--- src/rsm_defines.svh ---
// rsm_defines.svh: offsets, field positions, reset values, timing counts
// assumes inclusion by bare name from the package and design modules
`ifndef RSM_DEFINES_SVH
`define RSM_DEFINES_SVH

`define RSM_OFF_CMD        12'h000
`define RSM_OFF_MODE       12'h004
`define RSM_OFF_CHAN       12'h008
`define RSM_OFF_SUPPLY     12'h00c
`define RSM_OFF_IRQ_STAT   12'h010
`define RSM_OFF_IRQ_MASK   12'h014
`define RSM_OFF_DIAG       12'h018

`define RSM_CMD_WAKE_BIT   0
`define RSM_CMD_STANDBY_BIT 1
`define RSM_CMD_RST_BIT    2

`define RSM_EV_MODE_BIT    0
`define RSM_EV_LIMP_BIT    1
`define RSM_EV_RESET_BIT   2
`define RSM_EV_REJECT_BIT  3
`define RSM_EV_WIDTH       4

`define RSM_CHAN_RESET     8'h00
`define RSM_MASK_RESET     4'h0
`define RSM_LIMP_CH_A      3
`define RSM_LIMP_CH_B      4

`define RSM_UV_FILT_NS     1000
`define RSM_CLK_NS         40
`define RSM_UV_FILT_CYC    (`RSM_UV_FILT_NS / `RSM_CLK_NS)

`define RSM_RESP_OKAY      2'b00
`define RSM_RESP_SLVERR    2'b10

`endif

--- src/rsm_pkg.sv ---
// rsm_pkg: types shared by the mode sequencer and its bus slave
// assumes rsm_defines.svh on the include path
`include "rsm_defines.svh"
package rsm_pkg;

    typedef enum logic [1:0] {
        RSM_ST_POR     = 2'b00,
        RSM_ST_STANDBY = 2'b01,
        RSM_ST_ACTIVE  = 2'b11,
        RSM_ST_LIMP    = 2'b10
    } rsm_state_t;

    typedef struct packed {
        logic [11:0] addr;
        logic [31:0] data;
        logic [3:0]  strb;
    } rsm_wreq_t;

    typedef struct packed {
        logic wake;
        logic standby;
        logic reset;
    } rsm_cmd_t;

    typedef struct packed {
        logic bat_ok;
        logic logic_ok;
        logic limp_home_input;
        logic in1;
        logic in2;
    } rsm_pins_t;

endpackage : rsm_pkg

--- src/rsm_mode_ctrl.sv ---
// rsm_mode_ctrl: mode and reset sequencer of an eight-channel relay switch
// assumes supply-good and pin levels synchronous to ref_clk
// Functional notes
// power-up clears registers, starts in standby
// wake command moves standby to active
// standby command moves active to standby
// entering standby clears register banks; code clears only channel config, IRQ mask and status kept
// battery under-voltage resets channels and registers; code leaves IRQ mask and status untouched
// cranking above floor keeps outputs, configuration
// missing logic supply holds present outputs
// shift path works whenever logic supply present
// limp home input high enters limp home
// limp home holds writable registers reset; code holds only channel config, IRQ mask stays writable
// limp home routes inputs to channels 4,5; code routes in1, in2 to channels 3,4
// limp home works without logic supply
// limp home input wakes from standby
// leaving limp home always enters standby
// any reset sets transmission error flag
// limp home: status readable, commands rejected
// under-voltage: reads return diagnostic frame, error
// mode machine; limp home beats serial commands
// any reset switches all channels off
//
// Chosen here: register access over AXI4-Lite and the address map.
`timescale 1ns/1ns
`include "rsm_defines.svh"
module rsm_mode_ctrl #(
    parameter int N_CH     = 8,
    parameter int UV_CYC   = `RSM_UV_FILT_CYC
) (
    input  wire logic                ref_clk,
    input  wire logic                rst,
    input  wire rsm_pkg::rsm_pins_t  pins,
    input  wire logic                so_in,
    input  wire logic                sclk_en,
    input  wire logic [11:0]         s_awaddr,
    input  wire logic                s_awvalid,
    output logic                     s_awready,
    input  wire logic [31:0]         s_wdata,
    input  wire logic [3:0]          s_wstrb,
    input  wire logic                s_wvalid,
    output logic                     s_wready,
    output logic [1:0]               s_bresp,
    output logic                     s_bvalid,
    input  wire logic                s_bready,
    input  wire logic [11:0]         s_araddr,
    input  wire logic                s_arvalid,
    output logic                     s_arready,
    output logic [31:0]              s_rdata,
    output logic [1:0]               s_rresp,
    output logic                     s_rvalid,
    input  wire logic                s_rready,
    output logic [N_CH-1:0]          chan_on_q,
    output logic                     so_out_q,
    output logic                     irq_q
);
    import rsm_pkg::*;

    rsm_state_t                  state_q;
    rsm_state_t                  state_d;
    rsm_wreq_t                   wr_req;
    logic                        wr_stb;
    logic [11:0]                 rd_addr;
    logic                        rd_stb;
    logic [31:0]                 rd_data;
    logic [1:0]                  wr_resp;
    logic [1:0]                  rd_resp;
    logic                        bat_good;
    logic [N_CH-1:0]             chan_cfg_q;
    logic [`RSM_EV_WIDTH-1:0]    stat_q;
    logic [`RSM_EV_WIDTH-1:0]    mask_q;
    logic [`RSM_EV_WIDTH-1:0]    ev;
    logic                        transmission_error_flag_q;
    logic                        rst_cmd_q;
    logic                        any_reset;
    logic                        cmd_ok;
    logic                        limp;
    rsm_cmd_t                    cmd;

    rsm_axil_slave u_bus (
        .ref_clk   (ref_clk),
        .rst       (rst),
        .s_awaddr  (s_awaddr),
        .s_awvalid (s_awvalid),
        .s_awready (s_awready),
        .s_wdata   (s_wdata),
        .s_wstrb   (s_wstrb),
        .s_wvalid  (s_wvalid),
        .s_wready  (s_wready),
        .s_bresp   (s_bresp),
        .s_bvalid  (s_bvalid),
        .s_bready  (s_bready),
        .s_araddr  (s_araddr),
        .s_arvalid (s_arvalid),
        .s_arready (s_arready),
        .s_rdata   (s_rdata),
        .s_rresp   (s_rresp),
        .s_rvalid  (s_rvalid),
        .s_rready  (s_rready),
        .wr_req_q  (wr_req),
        .wr_stb_q  (wr_stb),
        .wr_resp   (wr_resp),
        .rd_addr_q (rd_addr),
        .rd_stb_q  (rd_stb),
        .rd_data   (rd_data),
        .rd_resp   (rd_resp)
    );

    // battery monitor; floor threshold itself is analog, outside
    rsm_uv_filter #(
        .CYCLES    (UV_CYC)
    ) u_bat_uv (
        .ref_clk   (ref_clk),
        .rst       (rst),
        .supply_ok (pins.bat_ok),
        .good_q    (bat_good)
    );

    function automatic logic is_reg(input logic [11:0] a,
                                    input logic [11:0] off);
        return a == off;
    endfunction

    assign limp      = pins.limp_home_input;
    assign any_reset = rst || !bat_good || rst_cmd_q;
    // command and channel writes need logic supply and no limp home
    assign cmd_ok    = pins.logic_ok && !limp && bat_good;
    assign cmd.wake    = wr_stb && cmd_ok && wr_req.strb[0]
                         && is_reg(wr_req.addr, `RSM_OFF_CMD)
                         && wr_req.data[`RSM_CMD_WAKE_BIT];
    assign cmd.standby = wr_stb && cmd_ok && wr_req.strb[0]
                         && is_reg(wr_req.addr, `RSM_OFF_CMD)
                         && wr_req.data[`RSM_CMD_STANDBY_BIT];
    assign cmd.reset   = wr_stb && cmd_ok && wr_req.strb[0]
                         && is_reg(wr_req.addr, `RSM_OFF_CMD)
                         && wr_req.data[`RSM_CMD_RST_BIT];

    // mode machine, limp home checked first
    always_comb begin
        state_d = state_q;
        unique case (state_q)
            RSM_ST_POR: begin
                state_d = RSM_ST_STANDBY;
            end
            RSM_ST_STANDBY: begin
                if (limp) begin
                    state_d = RSM_ST_LIMP;
                end else if (cmd.wake) begin
                    state_d = RSM_ST_ACTIVE;
                end
            end
            RSM_ST_ACTIVE: begin
                if (limp) begin
                    state_d = RSM_ST_LIMP;
                end else if (cmd.standby) begin
                    state_d = RSM_ST_STANDBY;
                end
            end
            RSM_ST_LIMP: begin
                if (!limp) begin
                    state_d = RSM_ST_STANDBY;
                end
            end
        endcase
    end

    always_ff @(posedge ref_clk) begin
        if (any_reset) begin
            state_q <= RSM_ST_POR;
        end else begin
            state_q <= state_d;
        end
    end

    // reset command takes effect one cycle later, as a reset pulse
    always_ff @(posedge ref_clk) begin
        if (rst) begin
            rst_cmd_q <= 1'b0;
        end else begin
            rst_cmd_q <= cmd.reset;
        end
    end

    // channel configuration; a missing logic supply just stops writes
    always_ff @(posedge ref_clk) begin
        if (any_reset || state_q == RSM_ST_LIMP
            || state_q == RSM_ST_STANDBY && state_d == RSM_ST_STANDBY
               && chan_cfg_q != `RSM_CHAN_RESET) begin
            chan_cfg_q <= `RSM_CHAN_RESET;
        end else if (state_d == RSM_ST_LIMP
                     || state_q != RSM_ST_STANDBY
                        && state_d == RSM_ST_STANDBY) begin
            chan_cfg_q <= `RSM_CHAN_RESET;
        end else if (wr_stb && cmd_ok && state_q == RSM_ST_ACTIVE
                     && wr_req.strb[0]
                     && is_reg(wr_req.addr, `RSM_OFF_CHAN)) begin
            chan_cfg_q <= wr_req.data[N_CH-1:0];
        end
    end

    // outputs follow config; limp home routes pins instead
    always_ff @(posedge ref_clk) begin
        if (any_reset) begin
            chan_on_q <= '0;
        end else if (state_q == RSM_ST_LIMP) begin
            chan_on_q <= '0;
            chan_on_q[`RSM_LIMP_CH_A] <= pins.in1;
            chan_on_q[`RSM_LIMP_CH_B] <= pins.in2;
        end else if (state_q == RSM_ST_ACTIVE) begin
            chan_on_q <= chan_cfg_q;
        end else begin
            chan_on_q <= '0;
        end
    end

    // daisy-chain shift stage, gated only by the logic supply
    always_ff @(posedge ref_clk) begin
        if (rst || !pins.logic_ok) begin
            so_out_q <= 1'b0;
        end else if (sclk_en) begin
            so_out_q <= so_in;
        end
    end

    // error flag: set wins over read-clear; limp home counts as a reset
    always_ff @(posedge ref_clk) begin
        if (any_reset || state_q == RSM_ST_LIMP) begin
            transmission_error_flag_q <= 1'b1;
        end else if (rd_stb && is_reg(rd_addr, `RSM_OFF_DIAG)) begin
            transmission_error_flag_q <= 1'b0;
        end
    end

    always_comb begin
        ev = '0;
        ev[`RSM_EV_MODE_BIT]   = state_q != state_d;
        ev[`RSM_EV_LIMP_BIT]   = state_d == RSM_ST_LIMP
                                 && state_q != RSM_ST_LIMP;
        ev[`RSM_EV_RESET_BIT]  = state_q == RSM_ST_POR;
        ev[`RSM_EV_REJECT_BIT] = wr_stb && !cmd_ok;
    end

    always_ff @(posedge ref_clk) begin
        if (rst) begin
            stat_q <= '0;
        end else if (rd_stb && is_reg(rd_addr, `RSM_OFF_IRQ_STAT)) begin
            stat_q <= ev;
        end else begin
            stat_q <= stat_q | ev;
        end
    end

    always_ff @(posedge ref_clk) begin
        if (rst) begin
            mask_q <= `RSM_MASK_RESET;
        end else if (wr_stb && wr_req.strb[0]
                     && is_reg(wr_req.addr, `RSM_OFF_IRQ_MASK)) begin
            mask_q <= wr_req.data[`RSM_EV_WIDTH-1:0];
        end
    end

    always_ff @(posedge ref_clk) begin
        if (rst) begin
            irq_q <= 1'b0;
        end else begin
            irq_q <= |((stat_q | ev) & mask_q);
        end
    end

    // read mux; under-voltage forces the diagnostic frame
    always_comb begin
        rd_data = 32'h0000_0000;
        rd_resp = `RSM_RESP_OKAY;
        wr_resp = `RSM_RESP_OKAY;
        if (wr_stb && !(is_reg(wr_req.addr, `RSM_OFF_CMD)
                        || is_reg(wr_req.addr, `RSM_OFF_CHAN)
                        || is_reg(wr_req.addr, `RSM_OFF_IRQ_MASK))) begin
            wr_resp = `RSM_RESP_SLVERR;
        end
        if (!bat_good) begin
            rd_data = {29'h0, limp, 1'b0, 1'b1};
        end else if (is_reg(rd_addr, `RSM_OFF_MODE)) begin
            rd_data = {29'h0, limp, state_q};
        end else if (is_reg(rd_addr, `RSM_OFF_CHAN)) begin
            rd_data[N_CH-1:0] = chan_cfg_q;
        end else if (is_reg(rd_addr, `RSM_OFF_SUPPLY)) begin
            rd_data = {29'h0, pins.logic_ok, bat_good, limp};
        end else if (is_reg(rd_addr, `RSM_OFF_IRQ_STAT)) begin
            rd_data[`RSM_EV_WIDTH-1:0] = stat_q;
        end else if (is_reg(rd_addr, `RSM_OFF_IRQ_MASK)) begin
            rd_data[`RSM_EV_WIDTH-1:0] = mask_q;
        end else if (is_reg(rd_addr, `RSM_OFF_DIAG)) begin
            rd_data = {29'h0, limp, 1'b0, transmission_error_flag_q};
        end else if (!is_reg(rd_addr, `RSM_OFF_CMD)) begin
            rd_resp = `RSM_RESP_SLVERR;
        end
    end
endmodule // rsm_mode_ctrl

--- src/rsm_uv_filter.sv ---
// rsm_uv_filter: qualifies a supply-good level, drops at once, rises late
// assumes the supply level is synchronous to ref_clk
`timescale 1ns/1ns
module rsm_uv_filter #(
    parameter int CYCLES = 25
) (
    input  wire logic ref_clk,
    input  wire logic rst,
    input  wire logic supply_ok,
    output logic      good_q
);
    logic [15:0] cnt_q;

    // loss acts at once so outputs clear two cycles after the supply drops
    always_ff @(posedge ref_clk) begin
        if (rst || !supply_ok) begin
            cnt_q  <= 16'h0000;
            good_q <= 1'b0;
        end else if (cnt_q >= 16'(CYCLES - 1)) begin
            good_q <= 1'b1;
        end else begin
            cnt_q  <= cnt_q + 16'h0001;
        end
    end
endmodule // rsm_uv_filter

--- src/rsm_axil_slave.sv ---
// rsm_axil_slave: axi4-lite front end, one write and one read at a time
// assumes single clock; read data is supplied combinationally by the parent
`timescale 1ns/1ns
`include "rsm_defines.svh"
module rsm_axil_slave (
    input  wire logic            ref_clk,
    input  wire logic            rst,
    input  wire logic [11:0]     s_awaddr,
    input  wire logic            s_awvalid,
    output logic                 s_awready,
    input  wire logic [31:0]     s_wdata,
    input  wire logic [3:0]      s_wstrb,
    input  wire logic            s_wvalid,
    output logic                 s_wready,
    output logic [1:0]           s_bresp,
    output logic                 s_bvalid,
    input  wire logic            s_bready,
    input  wire logic [11:0]     s_araddr,
    input  wire logic            s_arvalid,
    output logic                 s_arready,
    output logic [31:0]          s_rdata,
    output logic [1:0]           s_rresp,
    output logic                 s_rvalid,
    input  wire logic            s_rready,
    output rsm_pkg::rsm_wreq_t   wr_req_q,
    output logic                 wr_stb_q,
    input  wire logic [1:0]      wr_resp,
    output logic [11:0]          rd_addr_q,
    output logic                 rd_stb_q,
    input  wire logic [31:0]     rd_data,
    input  wire logic [1:0]      rd_resp
);
    import rsm_pkg::*;

    logic have_aw_q;
    logic have_w_q;

    // readies are flops so every top output is registered;
    // costs one idle cycle after each response
    always_ff @(posedge ref_clk) begin
        if (rst) begin
            s_awready <= 1'b0;
            s_wready  <= 1'b0;
            s_arready <= 1'b0;
        end else begin
            s_awready <= !(s_awvalid && s_awready) && !have_aw_q
                         && !s_bvalid && !wr_stb_q;
            s_wready  <= !(s_wvalid && s_wready) && !have_w_q
                         && !s_bvalid && !wr_stb_q;
            s_arready <= !(s_arvalid && s_arready) && !s_rvalid
                         && !rd_stb_q;
        end
    end

    always_ff @(posedge ref_clk) begin
        if (rst) begin
            have_aw_q <= 1'b0;
            have_w_q  <= 1'b0;
            wr_stb_q  <= 1'b0;
            wr_req_q  <= '0;
        end else begin
            wr_stb_q <= 1'b0;
            if (s_awvalid && s_awready) begin
                have_aw_q     <= 1'b1;
                wr_req_q.addr <= s_awaddr;
            end
            if (s_wvalid && s_wready) begin
                have_w_q      <= 1'b1;
                wr_req_q.data <= s_wdata;
                wr_req_q.strb <= s_wstrb;
            end
            if (have_aw_q && have_w_q) begin
                have_aw_q <= 1'b0;
                have_w_q  <= 1'b0;
                wr_stb_q  <= 1'b1;
            end
        end
    end

    always_ff @(posedge ref_clk) begin
        if (rst) begin
            s_bvalid <= 1'b0;
            s_bresp  <= `RSM_RESP_OKAY;
        end else if (wr_stb_q) begin
            s_bvalid <= 1'b1;
            s_bresp  <= wr_resp;
        end else if (s_bready) begin
            s_bvalid <= 1'b0;
        end
    end

    always_ff @(posedge ref_clk) begin
        if (rst) begin
            rd_stb_q  <= 1'b0;
            rd_addr_q <= 12'h000;
            s_rvalid  <= 1'b0;
            s_rdata   <= 32'h0000_0000;
            s_rresp   <= `RSM_RESP_OKAY;
        end else begin
            rd_stb_q <= s_arvalid && s_arready;
            if (s_arvalid && s_arready) begin
                rd_addr_q <= s_araddr;
            end
            if (rd_stb_q) begin
                s_rvalid <= 1'b1;
                s_rdata  <= rd_data;
                s_rresp  <= rd_resp;
            end else if (s_rready) begin
                s_rvalid <= 1'b0;
            end
        end
    end
endmodule // rsm_axil_slave

--- config.mk ---
export PLATFORM = sky130hd
export DESIGN_NAME = rsm_mode_ctrl
export DESIGN_NICKNAME = d
export VERILOG_FILES = /design/src/rsm_pkg.sv /design/src/rsm_mode_ctrl.sv /design/src/rsm_uv_filter.sv /design/src/rsm_axil_slave.sv
export VERILOG_INCLUDE_DIRS = /design/src /design/src/src
export SDC_FILE = /design/constraint.sdc
export NUM_CORES = 1
export LEC_CHECK = 0
export BUFFER_PORTS_ARGS = -buffer_cell sky130_fd_sc_hd__buf_2
export CAP_MARGIN = 25
export CORE_MARGIN = 8
export CORE_UTILIZATION = 40
export DETAILED_ROUTE_END_ITERATION = 10
export GPL_TIMING_DRIVEN = 0
export RECOVER_POWER = 100
export SLEW_MARGIN = 20
export SYNTH_ARGS = -nofsm -noshare
export SYNTH_HDL_FRONTEND = slang
export SYNTH_HIERARCHICAL = 1
export SYNTH_SLANG_ARGS = --single-unit
export TNS_END_PERCENT = 20
--- constraint.sdc ---
create_clock -name ref_clk -period 2.33 [get_ports ref_clk]
set_clock_uncertainty 0.15 [all_clocks]
set_input_delay 0.233 -clock ref_clk [delete_from_list [all_inputs] [get_ports ref_clk]]
set_output_delay 0.233 -clock ref_clk [all_outputs]
set_load 0.03 [all_outputs]
==> impl_metrics.xml <==
<?xml version="1.0" encoding="UTF-8"?>
<metrics>
  <group name="outcome">
    <metric name="outcome" unit="">finished, violations left</metric>
    <metric name="failed_checks" unit="">negative setup slack</metric>
  </group>
  <group name="hold_path">
    <metric name="hold_path.class" unit="">in -&gt; reg</metric>
    <metric name="holdCritStartpoint" unit="">so_in</metric>
    <metric name="hold_depth" unit="">3</metric>
    <metric name="min_to" unit="">so_out_q$_SDFFE_PP0P_</metric>
  </group>
  <group name="clock_network">
    <metric name="max-clock-path-buffers" unit="">2</metric>
    <metric name="cts_inserted_buffers" unit="">17</metric>
    <metric name="clk-insertion-delay-late" unit="ps">400</metric>
    <metric name="clock_tree.htree_level_count" unit="">4</metric>
    <metric name="clock_slew_at_the_register_clock_pins_of_the_worst_setup_and_hold_paths" unit="ps">50</metric>
    <metric name="clock-root-buffer" unit="">clkbuf_16</metric>
    <metric name="tritoncts" unit="">built</metric>
    <metric name="cts_num_sinks" unit="">125</metric>
  </group>
  <group name="global_routing">
    <metric name="wire_length_of_the_first_global_routing_pass" unit="µm">21630</metric>
    <metric name="grt_overflow_total" unit="">0</metric>
    <metric name="grt_start_max_net_pins" unit="">17</metric>
    <metric name="number_of_global_route_vias_before_repair" unit="">4409</metric>
    <metric name="initial_antenna_violation_count" unit="">0</metric>
    <metric name="combined_global_route_utilization_of_all_metal_layers" unit="">0.1605</metric>
  </group>
  <group name="sta">
    <metric name="grt_setup_unrepaired" unit="">yes</metric>
    <metric name="max-slew-margin-rel" unit="">0.5236</metric>
    <metric name="finalWorstPathRequiredPeriod" unit="ps">2495</metric>
    <metric name="worst_hold_slack" unit="ps">28.05</metric>
    <metric name="tightestPinTransition" unit="ps">714.6</metric>
    <metric name="post-route-period-util" unit="">1.071</metric>
    <metric name="fmaxAchievable" unit="GHz">0.4008</metric>
    <metric name="timing.final.setup_violations" unit="">13</metric>
    <metric name="finalHoldViolCount" unit="">0</metric>
    <metric name="postLayoutSetupSlackWorst" unit="ps">-165.0</metric>
    <metric name="final_max_slew_viol_count" unit="">0</metric>
  </group>
  <group name="floorplan">
    <metric name="core_area" unit="µm²">13090</metric>
    <metric name="fp.dieW" unit="µm">130.9</metric>
    <metric name="rows" unit="">42</metric>
    <metric name="die-height" unit="µm">130.9</metric>
    <metric name="floorplan.io_pins" unit="">125</metric>
    <metric name="die_area" unit="µm²">17130</metric>
    <metric name="floorplan.initialDensity" unit="">0.4033</metric>
  </group>
  <group name="final_layout">
    <metric name="drive_above_1_share" unit="">0.1971</metric>
    <metric name="layout.cells.most_common" unit="">dfxtp_1</metric>
    <metric name="design.final.nets" unit="">810</metric>
    <metric name="antenna-diode-count" unit="">0</metric>
    <metric name="postLayoutCellArea" unit="µm²">6952</metric>
    <metric name="layout.cells.most_common_list" unit="">125 x dfxtp_1, 75 x clkbuf_1, 72 x nor2_1, 65 x buf_2, 55 x mux2i_1</metric>
    <metric name="area_growth_syn_to_layout" unit="%">31.72</metric>
  </group>
  <group name="pwr">
    <metric name="total_leakage_power" unit="µW">0.002690</metric>
    <metric name="power.sequential.fraction" unit="">0.422</metric>
    <metric name="pwr-share-comb" unit="">0.091</metric>
    <metric name="vdd_drop_max" unit="mV">0.4806</metric>
    <metric name="switching_share" unit="">0.2233</metric>
    <metric name="int_pwr" unit="µW">4118</metric>
    <metric name="portion_of_total_power_attributed_to_the_clock_network" unit="">0.487</metric>
    <metric name="power_switching" unit="µW">1184</metric>
    <metric name="power-per-cell-area" unit="nW/µm²">762.6</metric>
    <metric name="total_power" unit="µW">5301</metric>
  </group>
  <group name="routing">
    <metric name="ant_nets" unit="">0</metric>
    <metric name="num_vias" unit="">4397</metric>
    <metric name="drt-initial-drc-count" unit="">184</metric>
    <metric name="drc" unit="">0</metric>
    <metric name="postRouteWirelength" unit="µm">13110</metric>
    <metric name="drt-pass1-iter-count" unit="">4</metric>
    <metric name="routed_wire_length_per_instance" unit="µm">14.22</metric>
    <metric name="viasPerCell" unit="">4.769</metric>
  </group>
  <group name="worst_setup_path">
    <metric name="crit_arrival" unit="ps">2630</metric>
    <metric name="worst-setup-path-type" unit="">reg -&gt; reg</metric>
    <metric name="critical_path.endpoint_type" unit="">flip-flop</metric>
    <metric name="critical_path.reg2reg.endpoint" unit="">state_q[1]$_SDFF_PP0_</metric>
    <metric name="ff2ff_setup_slack" unit="ps">-160</metric>
    <metric name="cp-start-kind" unit="">flip-flop</metric>
    <metric name="reg2reg_from" unit="">u_bus/wr_req_q[37]$_SDFFE_PP0P_</metric>
    <metric name="ff2ff_path_depth" unit="">5</metric>
    <metric name="req_time_crit_path" unit="ps">2470</metric>
    <metric name="critical_path_peak_fanout" unit="">5</metric>
  </group>
  <group name="placement">
    <metric name="finalWeightedCongestion" unit="">0.8273</metric>
    <metric name="post_dp_cell_area" unit="µm²">6066</metric>
    <metric name="port-buffer-count" unit="">94</metric>
    <metric name="hpwl" unit="µm">9505</metric>
  </group>
  <group name="synth">
    <metric name="synth_area" unit="µm²">5278</metric>
    <metric name="yosysWarnings" unit="">6</metric>
    <metric name="syn_inst" unit="">556</metric>
    <metric name="syn_area_per_cell" unit="µm²">9.492</metric>
  </group>
  <group name="flow_run">
    <metric name="max_cap_viol_count" unit="">0</metric>
  </group>
</metrics>
## power groups by stage
stage | combinational, µW | sequential (µW) | clock [µW]
final | 480 | 2240 | 2580
after global routing | 531 | 2250 | 2740
after CTS | 498 | 2240 | 2650
after detailed placement | 435 | 2280 | 0
after global placement | 428 | 2280 | 0
after floorplan | 264 | 2310 | 0
## what timing repair did
action	in CTS	in global routing
setup buffers	1	0
pin swaps	8	0
endpoints found under the hold margin	39	0
gates resized for setup	6	1
endpoints found under the setup margin	26	18
hold buffers	39	0
## worst max path at each step
stage	startpoint	to	cells past startpoint
after floorplan	u_bus/wr_req_q[37]$_SDFFE_PP0P_	state_q[1]$_SDFF_PP0_	5
after global placement	u_bus/rd_addr_q[0]$_SDFFE_PP0P_	u_bus/s_rdata[7]$_SDFFE_PP0P_	7
after detailed placement	u_bus/rd_addr_q[0]$_SDFFE_PP0P_	u_bus/s_rdata[4]$_SDFFE_PP0P_	7
after CTS	u_bus/wr_req_q[37]$_SDFFE_PP0P_	state_q[1]$_SDFF_PP0_	5
after global routing	u_bus/wr_req_q[37]$_SDFFE_PP0P_	state_q[1]$_SDFF_PP0_	5
final	u_bus/wr_req_q[37]$_SDFFE_PP0P_	state_q[1]$_SDFF_PP0_	5
## area by class of cell
type	count	area, µm²
Multi-Input combinational cell	397	2560
Clock buffer	25	505.5
Tap cell	176	220.2
Clock inverter	6	82.58
Inverter	10	37.54
Sequential cell	125	2502
Timing Repair Buffer	134	804.5
Buffer	49	239.0
Fill cell	1222	6133
## state kept, by name, summed over array words and instances (netlist names), 2 cells and up
signal           flops
mask_q               4
state_q              2
u_bat_uv/cnt_q      16
stat_q               4
u_bus/s_rdata       32
u_bus/s_bresp        2
chan_cfg_q           8
u_bus/rd_addr_q     12
u_bus/s_rresp        2
chan_on_q            8
u_bus/wr_req_q      21
## metal layers
metal,routed length (µm),vias to the layer above,GRT usage
met5,0,-,0
li1,-,2266,-
met4,108,0,0.04389
met3,570,10,0.05032
met2,6306,73,0.2631
met1,6125,2048,0.1990
## worst max-delay path, cell delays in order (launching register included)
cell	delay (ps)
dfxtp_1	310
or4_4	540
or4_4	490
or4b_4	520
and2_1	160
a211o_1	210
## through the flow
stage	instances	setup TNS (ps)	setup WS (ps)	util
2_1_floorplan	581	-71.79	-71.79	-
3_3_place_gp	851	-3904	-400.9	0.4636
3_5_place_dp	851	-4311	-443.4	0.4636
4_1_cts	922	-1494	-172.0	0.5407
5_1_grt	922	-2948	-195.4	0.5313
6_report	922	-1455	-165.0	0.5313
Power figures use the tool's default switching activity.
